===== src/shared/tifs_pkg.sv =====
package tifs_pkg;

  // Register word indices (byte address is four times the index)
  localparam logic [7:0] IDX_PT_EVENT = 8'h1d;
  localparam logic [7:0] IDX_FIFO_LO = 8'h1e;
  localparam logic [7:0] IDX_FIFO_HI = 8'h1f;
  localparam logic [7:0] IDX_PT_MASK = 8'h1c;
  localparam logic [7:0] IDX_IRQ_STAT = 8'h24;
  localparam logic [7:0] IDX_IRQ_MASK = 8'h25;
  localparam int ADDR_W = 10;

  // Event bit positions
  localparam int EV_FIELD_ON_WAIT = 7;
  localparam int EV_SLOT_LEVEL = 6;
  localparam int EV_FIELD_ON = 5;
  localparam int EV_AUTO_RESP = 4;
  localparam int EV_TYPE_F_ACTIVE = 3;
  localparam int EV_A_STAR = 1;
  localparam int EV_A_ACTIVE = 0;
  localparam logic [7:0] EV_USED = 8'hfb;

  // Status register 2 layout
  localparam int FH_UNDERFLOW = 5;
  localparam int FH_OVERFLOW = 4;
  localparam int FH_LB_LSB = 1;
  localparam int FH_NO_PARITY = 0;

  // Local interrupt status bits
  localparam int IS_PT_EVENT = 0;
  localparam int IS_UNDERFLOW = 1;
  localparam int IS_OVERFLOW = 2;

  localparam int FIFO_DEPTH = 512;
  localparam int SLOT_WATER = 4;
  localparam logic [7:0] RST_BYTE = 8'h00;
  localparam logic [2:0] RST_IRQ = 3'h0;

  typedef struct packed {
    logic field_on_wait;
    logic field_on;
    logic auto_resp;
    logic type_f_active;
    logic a_star;
    logic a_active;
  } tifs_events_t;

  typedef struct packed {
    logic [9:0] level;
    logic rd_empty;
    logic wr_full;
    logic rx_done;
    logic [2:0] last_byte_bits;
    logic missing_parity_flag;
  } tifs_fifo_t;

  typedef struct packed {
    logic [ADDR_W-1:0] address;
    logic read;
    logic write;
    logic [31:0] writedata;
  } tifs_av_req_t;

endpackage


===== src/verilog/tifs_status.sv =====
`timescale 1ns/10ps
module tifs_status #(
  parameter int DEPTH = tifs_pkg::FIFO_DEPTH,
  parameter int SLOT_WATER = tifs_pkg::SLOT_WATER
) (
  // Clock and reset
  input wire logic clk,
  input wire logic arst_n,
  // Avalon-MM slave
  input wire tifs_pkg::tifs_av_req_t av_req,
  output logic [31:0] av_readdata,
  output logic av_waitrequest,
  output logic av_response_err,
  // Event sources
  input wire tifs_pkg::tifs_events_t ev_in,
  input wire logic [3:0] time_slot_free,
  input wire logic slot_update,
  input wire logic passive_mode,
  // FIFO side
  input wire tifs_pkg::tifs_fifo_t fifo_in,
  // Interrupt
  output logic irq
);

  logic [7:0] pt_flags_ff;
  logic [7:0] pt_mask_ff;
  logic [2:0] irq_stat_ff;
  logic [2:0] irq_mask_ff;
  logic unf_ff;
  logic ovr_ff;
  logic [2:0] lb_ff;
  logic np_ff;
  logic ack_ff;
  logic [31:0] rdata_ff;
  logic err_ff;
  logic slot_hit_ff;
  logic [7:0] set_ev;
  logic req;
  logic take;
  logic rd_events;
  logic rd_fifo_hi;
  logic [7:0] fifo_hi;
  localparam int ADDRW = tifs_pkg::ADDR_W - 2;
  logic [ADDRW-1:0] idx;

  assign req = av_req.read | av_req.write;
  // One wait cycle, then the access completes
  assign av_waitrequest = req & ~ack_ff;
  assign take = req & ack_ff;
  assign idx = av_req.address[tifs_pkg::ADDR_W-1:2];
  assign rd_events = take & av_req.read &
                     (idx == ADDRW'(tifs_pkg::IDX_PT_EVENT));
  assign rd_fifo_hi = take & av_req.read &
                      (idx == ADDRW'(tifs_pkg::IDX_FIFO_HI));
  assign av_readdata = rdata_ff;
  assign av_response_err = err_ff;

  always_ff @(posedge clk or negedge arst_n) begin
    if (!arst_n) begin
      ack_ff <= 1'b0;
    end else begin
      ack_ff <= req & ~ack_ff;
    end
  end

  // Slot water level: pulse on reaching exactly the threshold
  always_ff @(posedge clk or negedge arst_n) begin
    if (!arst_n) begin
      slot_hit_ff <= 1'b0;
    end else if (slot_update) begin
      slot_hit_ff <= (time_slot_free == 4'(SLOT_WATER));
    end
  end

  always_comb begin
    set_ev = 8'h00;
    set_ev[tifs_pkg::EV_FIELD_ON_WAIT] = ev_in.field_on_wait;
    set_ev[tifs_pkg::EV_SLOT_LEVEL] = slot_update & ~slot_hit_ff &
      (time_slot_free == 4'(SLOT_WATER));
    set_ev[tifs_pkg::EV_FIELD_ON] = ev_in.field_on;
    set_ev[tifs_pkg::EV_AUTO_RESP] = passive_mode & ev_in.auto_resp;
    set_ev[tifs_pkg::EV_TYPE_F_ACTIVE] = ev_in.type_f_active;
    set_ev[tifs_pkg::EV_A_STAR] = ev_in.a_star;
    set_ev[tifs_pkg::EV_A_ACTIVE] = ev_in.a_active;
  end

  // Clear on read only what was captured; later events survive
  always_ff @(posedge clk or negedge arst_n) begin
    if (!arst_n) begin
      pt_flags_ff <= tifs_pkg::RST_BYTE;
    end else if (rd_events) begin
      pt_flags_ff <= (pt_flags_ff & ~rdata_ff[7:0]) | set_ev;
    end else begin
      pt_flags_ff <= pt_flags_ff | set_ev;
    end
  end

  always_ff @(posedge clk or negedge arst_n) begin
    if (!arst_n) begin
      unf_ff <= 1'b0;
      ovr_ff <= 1'b0;
    end else begin
      // Only a flag already captured in read data is cleared
      unf_ff <= (unf_ff &
        ~(rd_fifo_hi & rdata_ff[tifs_pkg::FH_UNDERFLOW])) |
        fifo_in.rd_empty;
      ovr_ff <= (ovr_ff &
        ~(rd_fifo_hi & rdata_ff[tifs_pkg::FH_OVERFLOW])) |
        fifo_in.wr_full;
    end
  end

  // Last byte info latched at end of reception
  always_ff @(posedge clk or negedge arst_n) begin
    if (!arst_n) begin
      lb_ff <= 3'h0;
      np_ff <= 1'b0;
    end else if (fifo_in.rx_done) begin
      lb_ff <= fifo_in.last_byte_bits;
      np_ff <= fifo_in.missing_parity_flag;
    end
  end

  always_comb begin
    fifo_hi = tifs_pkg::RST_BYTE;
    fifo_hi[7:6] = fifo_in.level[9:8];
    fifo_hi[tifs_pkg::FH_UNDERFLOW] = unf_ff;
    fifo_hi[tifs_pkg::FH_OVERFLOW] = ovr_ff;
    fifo_hi[tifs_pkg::FH_LB_LSB+:3] = lb_ff;
    fifo_hi[tifs_pkg::FH_NO_PARITY] = np_ff;
  end

  always_ff @(posedge clk or negedge arst_n) begin
    if (!arst_n) begin
      pt_mask_ff <= tifs_pkg::RST_BYTE;
      irq_mask_ff <= tifs_pkg::RST_IRQ;
    end else if (take & av_req.write) begin
      if (idx == ADDRW'(tifs_pkg::IDX_PT_MASK)) begin
        pt_mask_ff <= av_req.writedata[7:0] & tifs_pkg::EV_USED;
      end
      if (idx == ADDRW'(tifs_pkg::IDX_IRQ_MASK)) begin
        irq_mask_ff <= av_req.writedata[2:0];
      end
    end
  end

  // Sticky status, write one to clear, set wins
  always_ff @(posedge clk or negedge arst_n) begin
    if (!arst_n) begin
      irq_stat_ff <= tifs_pkg::RST_IRQ;
    end else begin
      irq_stat_ff <= (irq_stat_ff &
        ~((take & av_req.write &
           (idx == ADDRW'(tifs_pkg::IDX_IRQ_STAT))) ?
          av_req.writedata[2:0] : 3'h0)) |
        {fifo_in.wr_full, fifo_in.rd_empty,
         |(set_ev & ~pt_mask_ff)};
    end
  end

  // Event source also drives irq while pending and unmasked
  assign irq = |(irq_stat_ff & ~irq_mask_ff) |
               |(pt_flags_ff & ~pt_mask_ff);

  always_ff @(posedge clk or negedge arst_n) begin
    if (!arst_n) begin
      rdata_ff <= 32'h0000_0000;
      err_ff <= 1'b0;
    end else if (req & ~ack_ff) begin
      rdata_ff <= 32'h0000_0000;
      err_ff <= 1'b0;
      unique case (idx)
        ADDRW'(tifs_pkg::IDX_PT_EVENT): rdata_ff[7:0] <= pt_flags_ff;
        ADDRW'(tifs_pkg::IDX_FIFO_LO): rdata_ff[7:0] <= fifo_in.level[7:0];
        ADDRW'(tifs_pkg::IDX_FIFO_HI): rdata_ff[7:0] <= fifo_hi;
        ADDRW'(tifs_pkg::IDX_PT_MASK): rdata_ff[7:0] <= pt_mask_ff;
        ADDRW'(tifs_pkg::IDX_IRQ_STAT): rdata_ff[2:0] <= irq_stat_ff;
        ADDRW'(tifs_pkg::IDX_IRQ_MASK): rdata_ff[2:0] <= irq_mask_ff;
        default: err_ff <= 1'b1;
      endcase
    end
  end

endmodule


===== config.mk =====
export PLATFORM = sky130hd
export DESIGN_NAME = tifs_status
export DESIGN_NICKNAME = d
export VERILOG_FILES = /design/src/shared/tifs_pkg.sv /design/src/verilog/tifs_status.sv
export SDC_FILE = /design/constraint.sdc
export NUM_CORES = 1
export LEC_CHECK = 0
export ABC_AREA = 1
export BUFFER_PORTS_ARGS = -buffer_cell sky130_fd_sc_hd__clkbuf_2
export CAP_MARGIN = 20
export CORE_ASPECT_RATIO = 1.5
export CORE_MARGIN = 2
export CORE_UTILIZATION = 40
export DETAILED_ROUTE_END_ITERATION = 8
export PLACE_DENSITY = 0.71
export SLEW_MARGIN = 20
export SYNTH_ARGS = -nofsm -noshare
export SYNTH_HDL_FRONTEND = slang
export SYNTH_SLANG_ARGS = --single-unit

===== constraint.sdc =====
create_clock -name clk -period 1.3 [get_ports clk]
set_clock_uncertainty 0.05 [all_clocks]
set_input_delay 0.26 -clock clk [delete_from_list [all_inputs] [get_ports clk]]
set_output_delay 0.26 -clock clk [all_outputs]
set_load 0.03 [all_outputs]

After elaboration in Yosys (flattened, before gate mapping)
Cells that the tools add are included.
{ "word_totals": {"in_bits": 75, "word_cells": 64, "reg_bits": 38} }
{ "op_classes": {"eq_ne": 7, "n_reduce_logical": 6, "n_mux": 5, "bitwise": 34} }
{ "ops": {"columns": ["operator", "count"], "rows": [
  ["8-bit by 5-bit == test with 1-bit output (second input constant)", 4],
  ["8-bit bitwise AND", 3],
  ["5-bit case mux with 4 select lines", 1],
  ["3-bit case mux with 6 select lines", 1],
  ["8-bit by 6-bit == test with 1-bit output (second input constant)", 2],
  ["8-bit NOT", 2],
  ["8-bit OR", 2],
  ["8-bit OR reduction", 2],
  ["1-bit bitwise AND", 14],
  ["8-bit two-way mux", 1],
  ["3-bit bitwise AND", 2],
  ["3-bit NOT", 2],
  ["6-bit OR reduction", 1],
  ["4-bit by 3-bit == test with 1-bit output (second input constant)", 1],
  ["1-bit NOT", 4],
  ["1-bit OR", 4],
  ["2-bit AND reduction", 2],
  ["3-bit two-way mux", 1],
  ["3-bit OR", 1],
  ["3-bit OR reduction", 1],
  ["1-bit two-way mux", 1]
]} }

Longest topological paths before layout
{ "logic_depth": {"ltp_word": 8, "ltp_mapped": 9} }

Worst setup path before layout
Ideal clock, no wire load.
{ "synth_path": {"kind": "register -> output", "startpoint": "reg pt_flags_ff[5]", "endpoint": "out irq", "t_required_ns": 0.990, "stages_incl_launch_ff": 4, "arrival_ns": 0.922, "path_slack_ns": 0.068, "path_cell_list": "dfrtp_1 > a22o_1 > nor2_1 > nand3_1"} }
{ "synth_via": {"elab_chain_len": 3} }
{ "synth_rtl": {"columns": ["item", "line_no", "source"], "rows": [
  ["start, declared", "tifs_status.sv:25", "logic [7:0] pt_flags_ff;"],
  ["start signal, assigned", "tifs_status.sv:90", "pt_flags_ff <= tifs_pkg::RST_BYTE;"],
  ["start signal, assigned", "tifs_status.sv:92", "pt_flags_ff <= (pt_flags_ff & ~rdata_ff[7:0]) | set_ev;"],
  ["start signal, assigned", "tifs_status.sv:94", "pt_flags_ff <= pt_flags_ff | set_ev;"],
  ["8-bit bitwise AND", "tifs_status.sv:163", "|(pt_flags_ff & ~pt_mask_ff);"],
  ["8-bit OR reduction", "tifs_status.sv:163", null],
  ["1-bit OR", "tifs_status.sv:163", null],
  ["end, declared", "tifs_status.sv:22", "output logic irq"]
]} }
Every way passes these cells.

Final worst setup path
Ends and elaborated chain as after synthesis.

==> impl_metrics.yaml <==
run_status:
  outcome: "complete, but fails checks"
  violations: "negative setup slack"
final_layout:
  fin_nets: 471
  synthToLayoutAreaGrowth_pct: 43.2
  drive_gt1_frac: 0.378
  final_cell_area_mm2: 0.00320
  multiInputGateArea_mm2: 0.00115
  regArea_um2: 951
  n_fill_cell: 498
  antenna_cells: 0
sta:
  worst_slack_ps: -356
  fin_crit_ps: 1660
  timing.hold.ws_ps: 104
  setup_viol: 9
  rsz0062_at_grt: "yes"
  hold_viol_final: 0
  clock.fmax_mhz: 604
  finalCritPeriodShare: 1.27
  slew_violations: 0
floorplanning:
  die_x_um: 65.1
  io_pins: 110
  dieArea_mm2: 0.00622
  die_h_um: 95.6
  start_util: 0.411
  coreArea_mm2: 0.00545
  num_rows: 33
clock_network:
  cts_htree_levels: 2
  clk_pin_slew_ps: 80
  clock-sinks: 38
  numCtsBuffers: 5
  cts-root-buf: "clkbuf_8"
  cts_max_path_buffers: 2
  cts_tree: "built"
  worstSkewPairLatency_ps: 300
synth:
  yosysUniqueCellTypes: 31
  ys_seq_area_frac: 0.425
  synth_area_leaders: "dfrtp_1 (42%), nand2_1 (12%), buf_4 (8.7%), nand3_1 (6.9%), inv_1 (5.9%)"
  synth_top_area_cell: "dfrtp_1"
  netlist_instances: 292
  yosys_warnings: 0
  synth-edff-count: 0
  synthArstFlopShare: 1.00
  synth_common_cells: "nand2_1 (74), dfrtp_1 (38), inv_1 (35)"
  synth-main-ff-cell: "dfrtp_1"
  synth_top_area_share: 0.425
  ys_ff_latch: 38
  synth.avg_cell_area_um2: 7.67
  synth_area_mm2: 0.00224
  synth.most_common_cell: "nand2_1"
placed_design:
  port-buffer-count: 59
  placed_area_mm2: 0.00284
  hpwl_um: 4470
  gp_congestion: 0.851
critical_path:
  crit_fanout: 2
  cp_data_required_time_ps: 990
  crit_type: "reg2out"
  arrival_ps: 1350
  end_kind: "output port"
  cp-start-kind: "flip-flop"
routing:
  dr.pass1.iters: 4
  ant_nets: 0
  viasPerCell: 4.70
  drc: 0
  wl_um: 5820
  routedWlPerCell_um: 12.5
  vias: 2193
  drt_iter0_drc: 96
worst_hold_path:
  worstHoldPathType: "in2reg"
power:
  power_leakage_nw: 1.71
  ir_worst_vdd_mv: 0.511
  pwr_density_cell_mw_per_mm2: 959
global_route:
  antenna_found_initial: 0
  grt_usage: 0.208
  grt_pass1_wl_um: 9920
  grt.overflow.total: 0
  grt_max_degree: 39
  grt_pass1_vias: 2273
run:
  cap_violations: 0
what timing repair did:
| item | CTS | global route |
|---|---|---|
| gates resized for setup | 26 | 21 |
| cloned | 1 | 0 |
| endpoints found under the setup margin | 14 | 26 |
| setup buffers | 2 | 2 |
| pin swaps | 5 | 10 |
| hold buffers | 1 | 0 |
| endpoints found under the hold margin | 38 | 0 |
kinds of logic (layout without fill, tap and decap cells):
logic type | after synthesis | after routing | synth area share
buffers and inverters | 65 | 147 | 0.157
AOI/OAI and AO/OA | 42 | 42 | 0.120
other | 1 | 24 | 0.00168
DFF | 38 | 38 | 0.425
and+or+nand+nor | 144 | 144 | 0.287
muxes | 2 | 2 | 0.0101
stage by stage:
stage | total power [mW] | setup TNS, ps | std cells | worst slack [ps] | util
after floorplan | 1.60 | 0 | 315 | 68.0 | -
after global placement | 1.79 | -2030 | 453 | -136 | 0.520
after detailed placement | 1.80 | -2690 | 453 | -180 | 0.520
after CTS | 3.06 | -728 | 465 | -372 | 0.573
after global routing | 3.20 | -1800 | 467 | -418 | 0.588
final | 3.07 | -547 | 467 | -356 | 0.588
report_power, final:
group	internal, mW	switching (mW)	leakage (nW)
clock	0.769	0.458	0.0683
combinational	0.228	0.358	1.21
sequential	1.23	0.0317	0.430
final cells by class:
class,count,area share
multi-input combinational,212,0.358
sequential,38,0.297
timing repair buffer,102,0.230
inverter,37,0.0449
tap,70,0.0273
clock buffer,5,0.0215
clock inverter,3,0.0215
critical path, stage by stage (launching register included):
cell and delay [ps]:
dfrtp_1 390, a22o_1 250, nor2_2 130, nand3_2 120
buf_8 160
registers in the layout, indices dropped and copies added, names as in the netlist:
name / count
ack_ff: 1
av_readdata: 8
av_response_err: 1
irq_mask_ff: 3
irq_stat_ff: 3
lb_ff: 3
np_ff: 1
ovr_ff: 1
pt_flags_ff: 8
pt_mask_ff: 7
slot_hit_ff: 1
unf_ff: 1
layout by cell type, fill, tap and decap left out, types with 2 or more instances in the layout:
cell and instances:
nand2_1 65, clkbuf_2 56, dfrtp_1 38, inv_1 34, buf_4 33, nand3_1 30, conb_1 24, o21ai_0 16
nor2_1 15, nor2_4 9, nand2_2 6, nand2_4 5, clkbuf_8 5, buf_12 5, nor3_1 4, nor2_2 4
a21o_1 3, o22ai_1 3, o21a_1 3, a21oi_1 3, o21ai_2 3, a21oi_2 3, buf_8 3, inv_2 2
nor3_2 2, o21bai_1 2, mux2_2 2, o21ai_1 2, bufinv_16 2, buf_6 2
layer usage:
metal,GRT usage,up-vias,wire (um)
met5,0,-,0
met3,0.0413,13,302
met1,0.230,1013,2290
met4,0.0972,0,155
met2,0.380,74,3080
li1,-,1093,-
path summary, 6_finish.rpt:
check                          startpoint              to  slack, ps  cells past startpoint
setup / recovery           pt_flags_ff[5]             irq       -360                      4
hold / removal                slot_update     slot_hit_ff        100                      2
setup reg to reg                   ack_ff  pt_flags_ff[0]        -20                      6
hold reg to reg            pt_flags_ff[7]  pt_flags_ff[7]        430                      2
max in group asynchronous          arst_n        lb_ff[1]        570                      3
min in group asynchronous          arst_n          ack_ff        410                      3
Power figures use the tool's default switching activity.
